`config.mk`:
```
export PLATFORM = sky130hd
export DESIGN_NAME = analog_input_config_status_reg
export DESIGN_NICKNAME = d
export VERILOG_FILES = /design/src/verilog/aicfg_pkg.sv /design/src/verilog/analog_input_config_status_reg.sv
export SDC_FILE = /design/constraint.sdc
export NUM_CORES = 1
export LEC_CHECK = 0
export BUFFER_PORTS_ARGS = -buffer_cell sky130_fd_sc_hd__buf_4
export CORE_ASPECT_RATIO = 1.25
export CORE_MARGIN = 3
export CORE_UTILIZATION = 62
export CTS_BUF_LIST = sky130_fd_sc_hd__clkbuf_8
export DETAILED_ROUTE_END_ITERATION = 12
export MAX_ROUTING_LAYER = met4
export PLACE_DENSITY = 0.95
export SYNTH_ARGS = -nofsm -noshare
export SYNTH_HDL_FRONTEND = slang
export SYNTH_SLANG_ARGS = --single-unit
```
`constraint.sdc`:
```
create_clock -name sys_clk_i -period 4.1 [get_ports sys_clk_i]
set_input_delay 0.205 -clock sys_clk_i [delete_from_list [all_inputs] [get_ports sys_clk_i]]
set_output_delay 0.205 -clock sys_clk_i [all_outputs]
set_load 0.02 [all_outputs]
```
`src/verilog/aicfg_pkg.sv`:
```
package aicfg_pkg;

   // Word addresses on the module I/O bus.
   localparam logic [3:0] ADDR_CFG_STATUS = 4'h0;
   localparam logic [3:0] ADDR_DATA_LAST  = 4'hb;
   localparam logic [3:0] ADDR_POINT_QUAL = 4'hc;
   localparam logic [3:0] ADDR_IRQ_STATUS = 4'hd;
   localparam logic [3:0] ADDR_SECONDARY  = 4'he;
   localparam logic [3:0] ADDR_IRQ_CLEAR  = 4'hf;
   // Register outside the documented word map.
   localparam logic [4:0] ADDR_IRQ_ENABLE = 5'h10;

   // Bit positions of the configuration / module status word.
   localparam int BIT_CONFIGURED   = 0;
   localparam int BIT_ERROR        = 1;
   localparam int BIT_WARMING      = 4;
   localparam int BIT_NOT_CAL      = 7;
   localparam int BIT_RATE_50HZ    = 8;
   localparam int BIT_RANGE_LO     = 9;
   localparam int BIT_RANGE_HI     = 10;
   localparam int BIT_SELF_CAL     = 11;
   localparam int BIT_MEM_ERROR    = 13;
   localparam int BIT_TEMP_FAIL    = 14;
   localparam int BIT_POINT_FAULT  = 15;

   // Interrupt status bits.
   localparam int IRQ_WARM_DONE   = 0;
   localparam int IRQ_ERROR_RISE  = 1;
   localparam int IRQ_POINT_FAULT = 2;
   localparam int IRQ_SELF_CAL    = 3;
   localparam int IRQ_WIDTH       = 4;

   localparam logic [15:0] ATTENTION_WORD = 16'hffff;
   localparam logic [15:0] CFG_RESET      = 16'h0000;

   // Warm-up interval after power-up, and the converter rate timing.
   localparam longint CLK_HZ          = 125000000;
   localparam longint WARM_TIME_MS    = 8160;
   localparam longint WARM_CYCLES     = (WARM_TIME_MS * CLK_HZ) / 1000;
   localparam int     SELF_CAL_RATE   = 2;
   localparam longint SELF_CAL_CYCLES = CLK_HZ / SELF_CAL_RATE;
   localparam int     RATE_60         = 60;
   localparam int     RATE_50         = 50;

   typedef enum logic [1:0] {
      RANGE_FULL,
      RANGE_MID,
      RANGE_LOW,
      RANGE_INVALID
   } range_sel_t;

endpackage

```
`src/verilog/analog_input_config_status_reg.sv`:
```
`timescale 1ns/1ns
//Contract
// - Writing bit 0 configures the module; reading bit 0 returns configured state.
// - Unconfigured module returns attention on reads of words 0 through 11.
// - Writing 1 to bit 1 forces error state and lights error indicator.
// - Read bit 1 is internal OR forced error OR warming, checksum or memory error; error indicator equals it.
// - While bit 1 is set, reads of words 0 through 11 give attention.
// - Unused status bits 2-3, 5-6, 12, and 14 high-voltage read zero.
// - Warming bit 4 set for 8.16 s after power-up; error held meanwhile.
// - Bit 7 shows calibration checksum failure; lights error, sets point fault.
// - Bit 8 selects and reads back rate: 0 is 60/s, 1 is 50/s.
// - High-voltage 14-bit range decode 10V,5V,2.5V,invalid; in 13-bit mode bits 9-10 read zero and no invalid flag is set, but range_o still follows them.
// - Low-millivolt range decode 20, 50, 100 mV, and invalid.
// - Writing bit 11 starts self-calibration at 2 samples/s; reads zero.
// - Bit 13 flags internal memory error; lights error, sets point fault.
// - Low-millivolt variant sets bit 14 on temperature sensor failure.
// - Bit 15 is OR of point quality flags and bits 1,4,7,13.
// - Point quality word 12 holds data only when fault comes from points.
// - Point n uses bit 2(n-1) for comms fail, next bit for overrange.
module analog_input_config_status_reg #(
   parameter bit     LOW_MV_VARIANT = 1'b0,
   parameter bit     MODE_14BIT     = 1'b1,
   parameter int     POINTS         = 8,
   parameter longint WARM_CYCLES    = aicfg_pkg::WARM_CYCLES,
   parameter longint CAL_CYCLES     = aicfg_pkg::SELF_CAL_CYCLES
) (
   input  wire logic              sys_clk_i,
   input  wire logic              rst_b_i,
   input  wire logic [4:0]        addr_i,
   input  wire logic [15:0]       wdata_i,
   input  wire logic              wr_i,
   input  wire logic              rd_i,
   input  wire logic              int_error_i,
   input  wire logic              cal_sum_fail_i,
   input  wire logic              mem_error_i,
   input  wire logic              temp_fail_i,
   input  wire logic [2*POINTS-1:0] point_flags_i,
   input  wire logic [15:0]       data_word_i,
   output logic [15:0]            rdata_o,
   output logic                   attention_o,
   output logic                   error_led_o,
   output logic                   rate_50hz_o,
   output logic [1:0]             range_o,
   output logic                   range_invalid_o,
   output logic                   self_cal_o,
   output logic                   sample_tick_o,
   output logic                   irq_o
);

   localparam int WARM_W = $clog2(WARM_CYCLES + 1);
   localparam int CAL_W  = $clog2(CAL_CYCLES + 1);

   logic                 configured_r;
   logic                 forced_err_r;
   logic                 rate_50hz_r;
   logic [1:0]           range_r;
   logic                 range_invalid_r;
   logic                 self_cal_r;
   logic [WARM_W-1:0]    warm_cnt_r;
   logic [CAL_W-1:0]     cal_cnt_r;
   logic [15:0]          rdata_r;
   logic                 attention_r;
   logic                 error_led_r;
   logic                 sample_tick_r;
   logic                 irq_r;
   logic [aicfg_pkg::IRQ_WIDTH-1:0] irq_stat_r;
   logic [aicfg_pkg::IRQ_WIDTH-1:0] irq_en_r;
   logic                 err_d_r;
   logic                 pf_d_r;
   logic                 warm_d_r;

   // Reduce a per-point flag vector to one fault bit.
   function automatic logic any_flag(input logic [2*POINTS-1:0] v);
      any_flag = |v;
   endfunction

   wire warming     = (warm_cnt_r != '0);
   wire err_bit     = int_error_i | forced_err_r | warming
                      | cal_sum_fail_i | mem_error_i;
   wire module_err  = err_bit | warming | cal_sum_fail_i | mem_error_i;
   wire point_bad   = any_flag(point_flags_i);
   wire point_fault = point_bad | module_err;
   wire temp_bit    = LOW_MV_VARIANT & temp_fail_i;
   wire range_used  = LOW_MV_VARIANT | MODE_14BIT;
   wire [1:0] range_rd = range_used ? range_r : 2'b00;

   // Status word; unused bits are left zero.
   wire [15:0] status_word = {point_fault, temp_bit, mem_error_i, 1'b0,
                              1'b0, range_rd[1], range_rd[0], rate_50hz_r,
                              cal_sum_fail_i, 2'b00, warming, 2'b00,
                              err_bit, configured_r};

   wire wr_cfg   = wr_i && (addr_i == {1'b0, aicfg_pkg::ADDR_CFG_STATUS});
   wire wr_clr   = wr_i && (addr_i == {1'b0, aicfg_pkg::ADDR_IRQ_CLEAR});
   wire wr_en    = wr_i && (addr_i == aicfg_pkg::ADDR_IRQ_ENABLE);
   wire data_win = (addr_i <= {1'b0, aicfg_pkg::ADDR_DATA_LAST});
   wire attn     = data_win && (!configured_r || err_bit);

   // Quality word only carries data when points, not the module, cause the fault.
   wire [15:0] qual_word = module_err ? 16'h0000 : 16'(point_flags_i);

   wire [15:0] rd_mux =
      attn ? aicfg_pkg::ATTENTION_WORD :
      (addr_i == {1'b0, aicfg_pkg::ADDR_CFG_STATUS}) ? status_word :
      data_win ? data_word_i :
      (addr_i == {1'b0, aicfg_pkg::ADDR_POINT_QUAL}) ? qual_word :
      (addr_i == {1'b0, aicfg_pkg::ADDR_IRQ_STATUS}) ? 16'(irq_stat_r) :
      (addr_i == aicfg_pkg::ADDR_IRQ_ENABLE) ? 16'(irq_en_r) :
      16'h0000;

   // Events feeding the sticky interrupt bits.
   wire [aicfg_pkg::IRQ_WIDTH-1:0] irq_evt = {
      (cal_cnt_r == CAL_W'(1)),
      (point_fault & !pf_d_r),
      (err_bit & !err_d_r),
      (warm_d_r & !warming)};
   wire [aicfg_pkg::IRQ_WIDTH-1:0] irq_clr = wr_clr ? wdata_i[aicfg_pkg::IRQ_WIDTH-1:0] : '0;
   // Set wins over clear so no event is lost in the clearing cycle.
   wire [aicfg_pkg::IRQ_WIDTH-1:0] irq_stat_nxt = (irq_stat_r & ~irq_clr) | irq_evt;

   wire cal_start = wr_cfg && wdata_i[aicfg_pkg::BIT_SELF_CAL];
   wire cal_tick  = self_cal_r && (cal_cnt_r == CAL_W'(1));
   // Self-calibration runs for one slow sample period of 2 per second.
   wire [CAL_W-1:0] cal_cnt_nxt = cal_start ? CAL_W'(CAL_CYCLES) :
                                  (cal_cnt_r != '0) ? cal_cnt_r - CAL_W'(1) : '0;

   always_ff @(posedge sys_clk_i or negedge rst_b_i) begin
      if (!rst_b_i) begin
         configured_r <= 1'b0;
         forced_err_r <= 1'b0;
         rate_50hz_r  <= 1'b0;
         range_r      <= 2'b00;
         range_invalid_r <= 1'b0;
      end else if (wr_cfg) begin
         // Factory diagnostic bits are expected to be written as zero and are dropped.
         configured_r <= wdata_i[aicfg_pkg::BIT_CONFIGURED];
         forced_err_r <= wdata_i[aicfg_pkg::BIT_ERROR];
         rate_50hz_r  <= wdata_i[aicfg_pkg::BIT_RATE_50HZ];
         range_r      <= {wdata_i[aicfg_pkg::BIT_RANGE_HI],
                          wdata_i[aicfg_pkg::BIT_RANGE_LO]};
         range_invalid_r <= range_used & wdata_i[aicfg_pkg::BIT_RANGE_HI]
                            & wdata_i[aicfg_pkg::BIT_RANGE_LO];
      end
   end

   // Warm-up counter starts loaded so that bit 4 is set straight out of reset.
   always_ff @(posedge sys_clk_i or negedge rst_b_i) begin
      if (!rst_b_i) begin
         warm_cnt_r <= WARM_W'(WARM_CYCLES);
      end else if (warming) begin
         warm_cnt_r <= warm_cnt_r - WARM_W'(1);
      end
   end

   always_ff @(posedge sys_clk_i or negedge rst_b_i) begin
      if (!rst_b_i) begin
         cal_cnt_r     <= '0;
         self_cal_r    <= 1'b0;
         sample_tick_r <= 1'b0;
      end else begin
         cal_cnt_r     <= cal_cnt_nxt;
         self_cal_r    <= cal_start | (self_cal_r & !cal_tick);
         sample_tick_r <= cal_tick;
      end
   end

   always_ff @(posedge sys_clk_i or negedge rst_b_i) begin
      if (!rst_b_i) begin
         rdata_r     <= 16'h0000;
         attention_r <= 1'b0;
      end else begin
         rdata_r     <= rd_i ? rd_mux : 16'h0000;
         attention_r <= rd_i & attn;
      end
   end

   always_ff @(posedge sys_clk_i or negedge rst_b_i) begin
      if (!rst_b_i) begin
         irq_stat_r  <= '0;
         irq_en_r    <= '0;
         irq_r       <= 1'b0;
         // Error and fault are high out of reset, so no false rising edge follows it.
         err_d_r     <= 1'b1;
         pf_d_r      <= 1'b1;
         warm_d_r    <= 1'b0;
         error_led_r <= 1'b1;
      end else begin
         irq_stat_r  <= irq_stat_nxt;
         irq_en_r    <= wr_en ? wdata_i[aicfg_pkg::IRQ_WIDTH-1:0] : irq_en_r;
         irq_r       <= |(irq_stat_nxt & irq_en_r);
         err_d_r     <= err_bit;
         pf_d_r      <= point_fault;
         warm_d_r    <= warming;
         error_led_r <= err_bit;
      end
   end

   assign rdata_o         = rdata_r;
   assign attention_o     = attention_r;
   assign error_led_o     = error_led_r;
   assign rate_50hz_o     = rate_50hz_r;
   assign range_o         = range_r;
   assign range_invalid_o = range_invalid_r;
   assign self_cal_o      = self_cal_r;
   assign sample_tick_o   = sample_tick_r;
   assign irq_o           = irq_r;

   a_warm_holds_err: assert property (@(posedge sys_clk_i) disable iff (!rst_b_i)
      warming |=> error_led_o) else $error("error indicator off during warm-up");
   a_led_tracks_err: assert property (@(posedge sys_clk_i) disable iff (!rst_b_i)
      1'b1 |=> (error_led_o == $past(err_bit))) else $error("indicator not equal error bit");
   a_attn_unconfig: assert property (@(posedge sys_clk_i) disable iff (!rst_b_i)
      (rd_i && data_win && !configured_r) |=> (attention_o && rdata_o == 16'hffff))
      else $error("unconfigured read gave no attention");
   a_attn_on_error: assert property (@(posedge sys_clk_i) disable iff (!rst_b_i)
      (rd_i && data_win && err_bit) |=> attention_o) else $error("error read gave no attention");
   a_cfg_readback: assert property (@(posedge sys_clk_i) disable iff (!rst_b_i)
      (wr_cfg && !warming && !err_bit) |=> (configured_r == $past(wdata_i[0])))
      else $error("configured bit did not follow write");
   a_force_error: assert property (@(posedge sys_clk_i) disable iff (!rst_b_i)
      (wr_cfg && wdata_i[1]) |=> ##1 error_led_o) else $error("forced error not shown");
   a_unused_zero: assert property (@(posedge sys_clk_i) disable iff (!rst_b_i)
      (status_word[3:2] == 2'b00 && status_word[6:5] == 2'b00 && !status_word[12]
       && !status_word[11] && (LOW_MV_VARIANT || !status_word[14])) )
      else $error("unused status bit set");
   a_fault_or: assert property (@(posedge sys_clk_i) disable iff (!rst_b_i)
      (mem_error_i || cal_sum_fail_i) |-> status_word[15]) else $error("point fault missing");
   a_qual_gated: assert property (@(posedge sys_clk_i) disable iff (!rst_b_i)
      (rd_i && addr_i == 5'h0c && module_err && configured_r) |=> rdata_o == 16'h0000)
      else $error("quality word nonzero on module fault");
   a_rate_rb: assert property (@(posedge sys_clk_i) disable iff (!rst_b_i)
      wr_cfg |=> rate_50hz_o == $past(wdata_i[8])) else $error("rate not taken");

   // Further checks on status decoding, self-calibration and the interrupt bits.
   a_warm_bit_set: assert property (@(posedge sys_clk_i) disable iff (!rst_b_i)
      warming |-> status_word[4])
      else $error("warming bit not shown");

   a_warm_ends: assert property (@(posedge sys_clk_i) disable iff (!rst_b_i)
      (warming && warm_cnt_r == WARM_W'(1)) |=> !warming)
      else $error("warm-up did not end");

   a_warm_no_restart: assert property (@(posedge sys_clk_i) disable iff (!rst_b_i)
      !warming |=> !warming)
      else $error("warm-up restarted");

   a_err_has_forced: assert property (@(posedge sys_clk_i) disable iff (!rst_b_i)
      forced_err_r |-> err_bit)
      else $error("forced error missing from error bit");

   a_err_has_int: assert property (@(posedge sys_clk_i) disable iff (!rst_b_i)
      int_error_i |-> err_bit)
      else $error("internal error missing from error bit");

   a_status_err_bit: assert property (@(posedge sys_clk_i) disable iff (!rst_b_i)
      status_word[1] == err_bit)
      else $error("status bit 1 differs from error");

   a_cal_fail_led: assert property (@(posedge sys_clk_i) disable iff (!rst_b_i)
      cal_sum_fail_i |=> error_led_o)
      else $error("checksum failure left indicator off");

   a_cal_fail_pf: assert property (@(posedge sys_clk_i) disable iff (!rst_b_i)
      cal_sum_fail_i |-> status_word[15])
      else $error("checksum failure left point fault clear");

   a_cal_bit7: assert property (@(posedge sys_clk_i) disable iff (!rst_b_i)
      status_word[7] == cal_sum_fail_i)
      else $error("status bit 7 wrong");

   a_mem_led: assert property (@(posedge sys_clk_i) disable iff (!rst_b_i)
      mem_error_i |=> error_led_o)
      else $error("memory error left indicator off");

   a_mem_bit13: assert property (@(posedge sys_clk_i) disable iff (!rst_b_i)
      status_word[13] == mem_error_i)
      else $error("status bit 13 wrong");

   a_temp_bit: assert property (@(posedge sys_clk_i) disable iff (!rst_b_i)
      status_word[14] == (LOW_MV_VARIANT && temp_fail_i))
      else $error("status bit 14 wrong for variant");

   a_fault_points: assert property (@(posedge sys_clk_i) disable iff (!rst_b_i)
      (|point_flags_i) |-> status_word[15])
      else $error("bad point not in point fault");

   a_fault_clear: assert property (@(posedge sys_clk_i) disable iff (!rst_b_i)
      (!point_bad && !err_bit && !warming && !cal_sum_fail_i && !mem_error_i)
      |-> !status_word[15])
      else $error("point fault set with no cause");

   a_fault_warm: assert property (@(posedge sys_clk_i) disable iff (!rst_b_i)
      warming |-> status_word[15])
      else $error("warm-up not in point fault");

   a_rate_hold: assert property (@(posedge sys_clk_i) disable iff (!rst_b_i)
      !wr_cfg |=> $stable(rate_50hz_o))
      else $error("rate changed without write");

   a_range_take: assert property (@(posedge sys_clk_i) disable iff (!rst_b_i)
      wr_cfg |=> range_o == $past(wdata_i[10:9]))
      else $error("range not taken");

   a_range_invalid: assert property (@(posedge sys_clk_i) disable iff (!rst_b_i)
      range_invalid_o == (range_o == 2'b11 && range_used))
      else $error("invalid range flag wrong");

   a_range_13bit: assert property (@(posedge sys_clk_i) disable iff (!rst_b_i)
      !range_used |-> status_word[10:9] == 2'b00)
      else $error("range bits shown in 13-bit mode");

   a_selfcal_start: assert property (@(posedge sys_clk_i) disable iff (!rst_b_i)
      cal_start |=> self_cal_o)
      else $error("self-calibration did not start");

   a_selfcal_end: assert property (@(posedge sys_clk_i) disable iff (!rst_b_i)
      (self_cal_o && cal_cnt_r == CAL_W'(1) && !cal_start) |=> (!self_cal_o && sample_tick_o))
      else $error("self-calibration did not end");

   a_selfcal_len: assert property (@(posedge sys_clk_i) disable iff (!rst_b_i)
      self_cal_o |-> cal_cnt_r != '0)
      else $error("self-calibration without count");

   a_tick_pulse: assert property (@(posedge sys_clk_i) disable iff (!rst_b_i)
      sample_tick_o |=> !sample_tick_o)
      else $error("sample tick longer than one cycle");

   a_attn_window: assert property (@(posedge sys_clk_i) disable iff (!rst_b_i)
      (rd_i && !data_win) |=> !attention_o)
      else $error("attention outside data words");

   a_attn_word: assert property (@(posedge sys_clk_i) disable iff (!rst_b_i)
      attention_o |-> rdata_o == aicfg_pkg::ATTENTION_WORD)
      else $error("attention without attention word");

   a_read_stands: assert property (@(posedge sys_clk_i) disable iff (!rst_b_i)
      !rd_i |=> (!attention_o && rdata_o == 16'h0000))
      else $error("read data stood too long");

   a_cfg_bit0: assert property (@(posedge sys_clk_i) disable iff (!rst_b_i)
      status_word[0] == configured_r)
      else $error("status bit 0 wrong");

   a_cfg_hold: assert property (@(posedge sys_clk_i) disable iff (!rst_b_i)
      !wr_cfg |=> $stable(configured_r))
      else $error("configured changed without write");

   a_forced_clear: assert property (@(posedge sys_clk_i) disable iff (!rst_b_i)
      (wr_cfg && !wdata_i[1]) |=> !forced_err_r)
      else $error("forced error not released");

   a_status_read: assert property (@(posedge sys_clk_i) disable iff (!rst_b_i)
      (rd_i && addr_i == 5'h00 && !attn) |=> rdata_o == $past(status_word))
      else $error("status read wrong");

   a_qual_points: assert property (@(posedge sys_clk_i) disable iff (!rst_b_i)
      (rd_i && addr_i == {1'b0, aicfg_pkg::ADDR_POINT_QUAL} && !module_err)
      |=> rdata_o == 16'($past(point_flags_i)))
      else $error("quality word wrong");

   a_irq_level: assert property (@(posedge sys_clk_i) disable iff (!rst_b_i)
      irq_o == |(irq_stat_r & $past(irq_en_r)))
      else $error("interrupt level wrong");

   a_irq_sticky: assert property (@(posedge sys_clk_i) disable iff (!rst_b_i)
      (irq_stat_r[0] && !wr_clr) |=> irq_stat_r[0])
      else $error("sticky bit lost");

   a_irq_set_wins: assert property (@(posedge sys_clk_i) disable iff (!rst_b_i)
      (irq_evt[1] && wr_clr) |=> irq_stat_r[1])
      else $error("event lost to clear");

   a_warm_evt: assert property (@(posedge sys_clk_i) disable iff (!rst_b_i)
      (warm_d_r && !warming) |=> irq_stat_r[0])
      else $error("warm-up end not flagged");

endmodule // analog_input_config_status_reg

```
# Word level (Yosys, flattened, before mapping)
# Cells that the tools add are included.
[totals]
reg_bits = 93
output_inout_bits = 25
word_cells = 72
[classes]
addsub = 2
order_cmp = 1
n_eq_ne = 5
mux = 11
bitwise = 19
n_reduce_logical = 17
[op_table]
columns = ["operator", "n"]
rows = [
  ["two-way mux 16 bit", 6],
  ["two-way mux 26 bit", 2],
  ["nonzero test 30 bit", 1],
  ["subtractor 30 x 1 -> 30 bit (second input constant)", 1],
  ["== test 26 x 1 -> 1 bit (second input constant)", 1],
  ["nonzero test 26 bit", 1],
  ["subtractor 26 x 1 -> 26 bit (second input constant)", 1],
  ["OR reduction 16 bit", 1],
  ["== test 5 x 4 -> 1 bit (second input constant)", 3],
  ["two-way mux 4 bit", 3],
  ["OR 1 bit", 9],
  ["AND 4 bit", 2],
  ["AND 1 bit", 6],
  ["logical AND 1 bit", 6],
  ["== test 5 bit (second input constant)", 1],
  ["<= comparator 5 x 4 -> 1 bit (second input constant)", 1],
  ["logical NOT 1 bit", 5],
  ["logical NOT 5 bit", 1],
  ["inverter 4 bit", 1],
  ["OR 4 bit", 1],
  ["OR reduction 4 bit", 1],
  ["logical OR 1 bit", 1],
]

# Logic depth before layout (Yosys ltp)
# Gate-level depths: netlist of run 1.
[depth]
ltp_word = 13
mapped_depth = 10
depth_no_buf = 8

# Worst setup path after synthesis of run 1
# OpenSTA, ideal clock, no wires.
[synth_path]
path_type = "flip-flop to flip-flop"
start = "register warm_cnt_r[18]"
end = "register warm_cnt_r[26]"
setup_ps = 75
arrival_ps = 2261
required_ps = 4025
path_slack_ps = 1765
stages_incl_launch_ff = 7
path_buffers = 0
synth_period_minus_slack_ps = 2335
path_cell_list = "dfrtp_1 > or4_1 > or3_1 > or3_1 > or3_4 > nor3_2 > xor2_1"
[synth_between]
elab_chain_cells = 1
word_cells_on_any_way = 2
[synth_rtl]
columns = ["item", "line", "rtl"]
rows = [
  ["start, declared", "analog_input_config_status_reg.sv:59", "logic [WARM_W-1:0] warm_cnt_r;"],
  ["start signal, assigned", "analog_input_config_status_reg.sv:149", "warm_cnt_r <= WARM_W'(WARM_CYCLES);"],
  ["start signal, assigned", "analog_input_config_status_reg.sv:151", "warm_cnt_r <= warm_cnt_r - WARM_W'(1);"],
  ["subtractor 30 x 1 -> 30 bit or nonzero test 30 bit (tied branches)", "analog_input_config_status_reg.sv:151, analog_input_config_status_reg.sv:77", ""],
]
# Several ways; a longest one is shown, not always the timed one.
# A chain may end at the register's enable or synchronous reset.

# Worst setup path in the final report of run 1
[layout_path]
start = "register cal_cnt_r[10]"
end = "register cal_cnt_r[23]"
[layout_between]
elab_chain_cells = 3
word_cells_on_any_way = 4
[layout_rtl]
columns = ["item", "line", "rtl"]
rows = [
  ["start, declared", "analog_input_config_status_reg.sv:60", "logic [CAL_W-1:0] cal_cnt_r;"],
  ["start signal, assigned", "analog_input_config_status_reg.sv:161", "cal_cnt_r <= cal_cnt_nxt;"],
  ["subtractor 26 x 1 -> 26 bit or nonzero test 26 bit (tied branches)", "analog_input_config_status_reg.sv:125", "(cal_cnt_r != '0) ? cal_cnt_r - CAL_W'(1) : '0;"],
  ["two-way mux 26 bit (*)", "analog_input_config_status_reg.sv:125", ""],
  ["two-way mux 26 bit (*)", "analog_input_config_status_reg.sv:124", "wire [CAL_W-1:0] cal_cnt_nxt = cal_start ? CAL_W'(CAL_CYCLES) :"],
  ["via cal_cnt_nxt[23]", "analog_input_config_status_reg.sv:124", ""],
]
# Mark *: on every way through the listed nets, which the timed path passes. The rest lies on a longest branch.

==> summary by stage, run 1 <==
Run status
The run finished with clean final reports.

Clocking
The number of buffers created by CTS is 9. The count of buffers added by post-CTS timing repair for setup is 0. TritonCTS built the clock tree. The number of sinks on the clock net is 93. The number of buffers on the longest clock path is 2. The H-tree was split into 3 levels.

Clock tree synthesis selected as its root buffer the cell clkbuf_8. The clock-pin slew on the worst setup and hold paths is 0.09 ns. The clock reaches the later pin of the worst-skew pair after 0.36 ns.

Yosys
The sequential area share after synthesis is 0.5331. Counting flops with an async set or reset pin after synthesis yields a share of 1.000. The Yosys step of the flow raised 0 warnings. The number of different library cells in the post-synthesis netlist is 47. The most frequent cell after synthesis is dfrtp_1.

Counting every instance in the synthesized netlist gives 433. The library cell occupying the most area in the post-synthesis netlist is dfrtp_1. The synthesized cell area is 4408 um2.

The top-area cell type share of the netlist area is 0.4258. The most instantiated flip-flop cell in the synthesis netlist is dfrtp_1. In the synthesized netlist, the cells that appear most often are dfrtp_1 (75), nand2_1 (58), nor2_1 (44). In this run the mean area of a mapped cell was 10.18 um2.

The number of enable-type register cells in the synthesized netlist is 0. After synthesis, the cell types taking the most area are dfrtp_1 (43%), dfstp_2 (11%), nand2_1 (4.9%). Counting flops and latches in the post-synthesis netlist gives 93. When the netlist entered floorplanning its net count stood at 498.

Setup path
The critical path required time is 4.35 ns. Of all nets on the critical path, the largest fanout is 7. The cell family contributing the most delay on the critical path is simple AND/OR/NAND/NOR gates.

Traced cell by cell, the critical path runs through nor4_1 -> nand4_1 -> or4_1 -> a221o_1. The arrival time at the worst endpoint is 3.02 ns. On the worst path, the slowest cell contributes a delay of 0.84 ns.

The startpoint kind of the worst setup timing path is a register. The library cell contributing the largest single delay on the critical path is nor4_1. The kind of end point of the critical path is a register.

Across all register-to-register paths, the minimum setup slack is 1.33 ns. The setup path with the least slack is of type register to register. The worst register-to-register path has a depth of 4. The number of buffer and inverter stages on the critical path is 0. The cell count along the critical path is 4.

Timing
The smallest setup slack after layout is 1.332 ns. The minimum clock period after layout is 2.768 ns. Setup repair after global routing left no endpoint under its margin. Measured against its own limit, the worst slew margin works out to 0.3596. The worst hold slack is 0.03842 ns. The portion of the clock cycle consumed by the worst path in the final layout is 0.6752. The final number of setup-violating endpoints is 0.

The maximum frequency from static timing analysis is 361.2 MHz. The final-report max-slew violation count was 0. The total negative setup slack is 0 ns. The worst setup skew after layout is 0.01076 ns. The final number of hold-violating endpoints came to 0. The worst-margin pin slew is 0.9518 ns.

Layout
The fraction of final layout cells with drive strength greater than 1 is 0.2442. For this run, the post-layout net count is 580. The number of diodes is 0. Compared with the post-synthesis result, the final layout area differs by 20.44%.

Global route
For met3 alone, demand over resource in global routing was 0.06373. Entering global routing, the biggest net connects 61 pins. The total global routing overflow is 0. The wire length of the first global-routing pass is 17.36 mm.

met2 is the most crowded layer. The number of antenna violations at the first check in global routing is 0. In the global route stage, overall resource usage came out at 0.2837. The via count of the first global-routing pass is 3736. The met2 track demand over resource is 0.4693. The met1 demand-to-capacity share in global routing is 0.3263.

Power and ir drop
The portion of total power attributed to the clock network is 0.327. The net switching power is 0.0005773 W. For this design the ratio of total power to cell area is 392.9 nW/um2. The cell-internal power is 0.001509 W. The analysis attributes to cell leakage a power of 2.503 nW.

The proportion of power drawn by flip-flops and latches is 0.524. VDD sags by at most 286.1 uV. The fraction of power spent switching nets is 0.2767. Of the total power, combinational logic draws 0.149.

Die
The initialized floorplan defines 33 standard-cell rows. 86 I/O pins were placed. The floorplan die height is 100.3 um. For this configuration, the core starts out at a cell density of 0.6550. The floorplan step defined a die boundary enclosing 8163 um2. The region available for standard cell placement spans 6730 um2.

The floorplan die width is 81.42 um.

Route
The detail route stage leaves a number of antenna-violating nets equal to 0. The final routed wire length divided by cell count is 17.85 um. The ratio of routed vias to standard cells is 6.282. For this block, the initial DRC count from the detailed router was 403.

The DRC violations left is 0. The wire length reported by the detailed router is 10.84 mm. The routed via count is 3813. The first detailed-routing pass took 5 iterations.

Run
Max-cap violations in this run came to 0.

Place
OpenSTA, run right after detailed placement, puts the worst setup slack at 1.403 ns. The wire-length estimate of the detail-placed layout is 7.573 mm. Port buffering added 76 buffers. At the end of routability-driven placement, the weighted congestion stood at 0.9199.

Hold path
In this run the worst hold path is classified as input pin to register. The number of instances on the worst hold path is 3.
==> what timing repair did <==
| action | 4_1_cts | 5_1_grt |
|---|---|---|
| hold buffers | 1 | 0 |
| resized for setup | 0 | 0 |
| hold endpoints to repair | 51 | 0 |
| endpoints found under the setup margin | 0 | 0 |
==> per-layer routing <==
metal  vias up  routed length [um]
met1      1807                4058
met2       233                5429
met5         -                   0
li1       1716                   -
met4         0                 380
met3        57                 969
==> power groups by stage <==
| stage | combinational, W | clock (W) | sequential [W] |
|---|---|---|---|
| 4_1_cts | 0.000311 | 0.000684 | 0.00109 |
| 2_1_floorplan | 0.000141 | 0 | 0.00111 |
| 6_report | 0.000311 | 0.000681 | 0.00109 |
| 5_1_grt | 0.000341 | 0.000726 | 0.00110 |
| 3_5_place_dp | 0.000304 | 0 | 0.00110 |
| 3_3_place_gp | 0.000290 | 0 | 0.00110 |
==> logic make-up (layout without fill, tap and decap cells) <==
family	Yosys count	in the layout	share of synthesized area
xor+xnor	41	41	0.08147
flops	93	93	0.5331
mux	10	10	0.02441
fa+ha+maj	4	4	0.01135
compound gates	61	61	0.09055
buf+inv	18	105	0.01590
simple gates	206	206	0.2433
==> final timing paths <==
path                                               to                  startpoint
hold reg to reg            warm_cnt_r[14]$_DFFE_PN1P_  warm_cnt_r[14]$_DFFE_PN1P_
setup reg to reg              cal_cnt_r[23]$_DFF_PN0_     cal_cnt_r[10]$_DFF_PN0_
max in group asynchronous  warm_cnt_r[14]$_DFFE_PN1P_                     rst_b_i
hold / removal                rate_50hz_o$_DFFE_PN0P_                  wdata_i[8]
min in group asynchronous        rdata_o[1]$_DFF_PN0_                     rst_b_i
setup / recovery              cal_cnt_r[23]$_DFF_PN0_     cal_cnt_r[10]$_DFF_PN0_
==> flip-flops by register name, indices dropped and copies added (netlist names) <==
name / cells
attention_o: 1
cal_cnt_r: 26
configured_r: 1
error_led_o: 1
forced_err_r: 1
irq_en_r: 4
irq_o: 1
irq_stat_r: 4
pf_d_r: 1
range_invalid_o: 1
range_o: 2
rate_50hz_o: 1
rdata_o: 16
sample_tick_o: 1
self_cal_o: 1
warm_cnt_r: 30
warm_d_r: 1
==> cell usage in the layout, fill, tap and decap left out, types with 17 or more instances in the layout <==
| master | count |
|---|---|
| buf_4 | 79 |
| dfrtp_1 | 75 |
| nand2_1 | 58 |
| nor2_1 | 44 |
| xnor2_1 | 21 |
| nand3_1 | 20 |
| o21ai_0 | 20 |
| xor2_1 | 20 |
| dfstp_2 | 18 |
| nor4_1 | 17 |
==> area by class of cell <==
cell class,instances,area [um2]
Clock buffer,10,137.6
Clock inverter,6,87.58
Fill cell,391,1421
Inverter,9,33.78
Multi-Input combinational cell,322,1988
Sequential cell,93,2350
Tap cell,87,108.9
Timing Repair Buffer,80,603.1
==> worst register-to-register path, stage by stage (launching register included) <==
cell	delay, ns
dfrtp_1	0.42
nor4_1	0.84
nand4_1	0.48
or4_1	0.63
a221o_1	0.31
==> per-stage QoR <==
stage,instances,instance area (um2),total power (W),util
CTS,607,5309,0.002084,0.7888
detailed placement,590,5074,0.001406,0.7539
global route,607,5309,0.002169,0.7888
floorplan,433,4408,0.001255,-
global placement,590,5074,0.001385,0.7539
finish,607,5309,0.002086,0.7888
No activity file was read; power rests on OpenSTA's default activity.
==> run 2: changes to the inputs <==
- CORE_UTILIZATION: 62 -> 57
- PLACE_DENSITY: 0.95 -> 0.9
- clock period: 4.1 -> 2.67 ns (I/O delays scaled with it)
==> run 2 against run 1 <==
Effect of this change:
- clock skew rose by 0.0081 ns
- sequential power rose by 54%
- utilization fell by 4.9 points
- clock power rose by 40%
- routed wire length rose by 9.8%
- non-clock buffer count rose by 23
- critical endpoint is now warm_cnt_r[29]$_DFFE_PN1P_
- critical path depth rose by 2
- setup slack got worse by 1.2 ns
==> summary by stage, run 2 (synthesis gave the netlist of run 1 again) <==
Layout
The filler cell count in the final layout is 466. The fraction of final layout cells with drive strength greater than 1 is 0.2523. Ranked by flip-flop count, first place goes to warm_cnt_r. In the layout the commonest cells are buf_4 (88), dfrtp_1 (75), nand2_1 (58). The number of antenna diodes in the final layout is 0. The flip-flop count of the largest register, all copies and words added is 30. The core occupancy in the finished layout is 0.7398. The commonest non-fill, non-tap cell in the layout is buf_4. The number of cells in the finished layout apart from fillers is 635. The net count of the finished layout is 603. The synthesis-to-finish area growth is 24.95%.

Clocking
The number of buffers on the longest clock path is 2. The number of buffers created by CTS is 9. TritonCTS built the clock tree. The number of H-tree levels is 3. The count of buffers added by post-CTS timing repair for setup is 0. Clock latency on the worst-skew pair, taken at its later pin, is 0.37 ns. After clock tree synthesis, the clock-pin slew on the worst setup and hold paths is 0.09 ns.

Clock tree synthesis selected as its root buffer the cell clkbuf_8. For this design, the sink count on the clock tree is 93.

Global route
The via count of the first global-routing pass is 3926. The wire length of the first global-routing pass is 18.86 mm. The met2 track demand over resource is 0.4406. In this run the most used layer during global routing was met2.

The number of antenna violations at the first check in global routing is 0. For this run, the total global-route usage over all layers was measured as 0.2731. The total global routing overflow is 0.

The pin count of the biggest net entering global routing is 56. The met3 track demand over resource in global routing is 0.06973. The met1 demand-to-capacity share in global routing is 0.3162.

Timing
The worst slew margin relative to its limit is 0.6067. The worst-margin pin slew is 0.5878 ns. The smallest setup slack after layout is 0.1666 ns. The total negative setup slack is 0 ns. The worst setup skew after layout is 0.01886 ns. Hold timing on the final database bottoms out at a slack of 0.02079 ns. The portion of the clock cycle consumed by the worst path in the final layout is 0.9376. The final-report max-slew violation count is 0. The final number of hold-violating endpoints came to 0.

Counting I/O delays and the setup requirement, the final critical path takes 2.503 ns. Setup repair after global routing left no endpoint under its margin. The maximum frequency from static timing analysis is 399.5 MHz.

The final number of setup-violating endpoints is 0.

Route
The ratio of routed vias to standard cells is 6.238. The final routed wire length divided by cell count is 18.75 um. The first detailed-routing pass ran for 5 iterations.

The routed via count is 3961. Once detail routing completed, the nets flagged for antenna violations numbered 0. The wire length reported by the detailed router is 11.90 mm.

For this block, the initial DRC count from the detailed router was 394. The DRC violations left is 0.

Run
The total of max-cap violations is 0.

Die
The core region is 7445 um2. The floorplan die width is 84.66 um. The die is 104.3 um tall.

The starting density of the core is 0.5921. In this run the count of I/O pins placed on the die edge is 86. The area enclosed by the die boundary is 8831 um2. The cell row count is 35.

Setup path
Along the worst path, the maximum fanout reaches 5. The setup check on the worst reg-to-reg path leaves a slack of 0.17 ns. The kind of end point of the critical path is a register. The critical path required time is 2.95 ns. Data arrives at the worst endpoint at 2.79 ns. The worst setup path is launched from a register. The setup path with the least slack is of type register to register.

Place
The total instance count after detailed placement is 605. The worst-case setup slack after placement is 0.2179 ns. The half-perimeter wire length of the detailed placement result is 7.722 mm.

The routability congestion estimate from global placement is 0.9215. During placement, the flow inserted port buffers numbering 76.

Power and ir drop
The power density normalized to cell area is 570.4 nW/um2. Summed over all nets, the switching power comes to 0.0008981 W. In this run the static leakage power is 2.604 nW.

The portion of total power attributed to the clock network is 0.303. Of the total power, combinational logic draws 0.163. Internal power comes to 0.002243 W. IR analysis of the VDD net gives a maximum drop of 452.1 uV. The share of total power dissipated in sequential elements is 0.534.

The fraction of power spent switching nets is 0.2859.

Hold path
The class of the tightest hold or removal check is input pin to register.

Run status
The run finished with clean final reports.
-- run 2: layer usage --
metal | part of all wire | wire length, um
met5 | 0 | 0
met4 | 0.039 | 459
met3 | 0.076 | 906
met2 | 0.51 | 6118
met1 | 0.37 | 4419
-- run 2: what timing repair did --
item,4_1_cts,5_1_grt
hold endpoints to repair,43,5
gates resized for setup,0,0
hold buffers,6,8
-- run 2: metrics by stage --
| step | instance area (um2) | power, W |
|---|---|---|
| after floorplan | 4408 | 0.001927 |
| after global placement | 5167 | 0.002144 |
| after detailed placement | 5167 | 0.002174 |
| after CTS | 5428 | 0.003119 |
| after global routing | 5508 | 0.003285 |
| final | 5508 | 0.003141 |
-- run 2: path summary, 6_finish.rpt --
check,start,end,depth (start not counted)
worst max register to register,warm_cnt_r[18]$_DFFE_PN0P_,warm_cnt_r[29]$_DFFE_PN1P_,6
worst min-delay path,data_word_i[13],rdata_o[13]$_DFF_PN0_,2
worst max-delay path,warm_cnt_r[18]$_DFFE_PN0P_,warm_cnt_r[29]$_DFFE_PN1P_,6
min in group asynchronous,rst_b_i,range_o[1]$_DFFE_PN0P_,2
worst min register to register,warm_cnt_r[13]$_DFFE_PN1P_,warm_cnt_r[13]$_DFFE_PN1P_,1
max in group asynchronous,rst_b_i,warm_cnt_r[23]$_DFFE_PN1P_,3
-- run 2: area by class of cell --
class	instances	area, um2	area share
clock buffer	10	137.6	0.02499
clock inverter	6	62.56	0.01136
inverter	9	33.78	0.006134
multi-input combinational	322	1988	0.3610
sequential	93	2350	0.4266
tap	92	115.1	0.02090
timing repair buffer	103	820.8	0.1490
-- run 2: power by group through the flow --
stage | clock [W] | sequential, W | combinational (W)
after CTS | 0.000951 | 0.00167 | 0.000496
after global placement | 0 | 0.00168 | 0.000460
final | 0.000952 | 0.00168 | 0.000512
after global routing | 0.00103 | 0.00170 | 0.000563
after detailed placement | 0 | 0.00170 | 0.000479
after floorplan | 0 | 0.00171 | 0.000216
-- run 2: critical path, cell delays in order, from the launching register on --
cell and delay (ns):
dfrtp_1 0.41, or4_1 0.55, or3_1 0.36, or3_1 0.35, or3_4 0.39, nor3_2 0.20, xor2_1 0.17
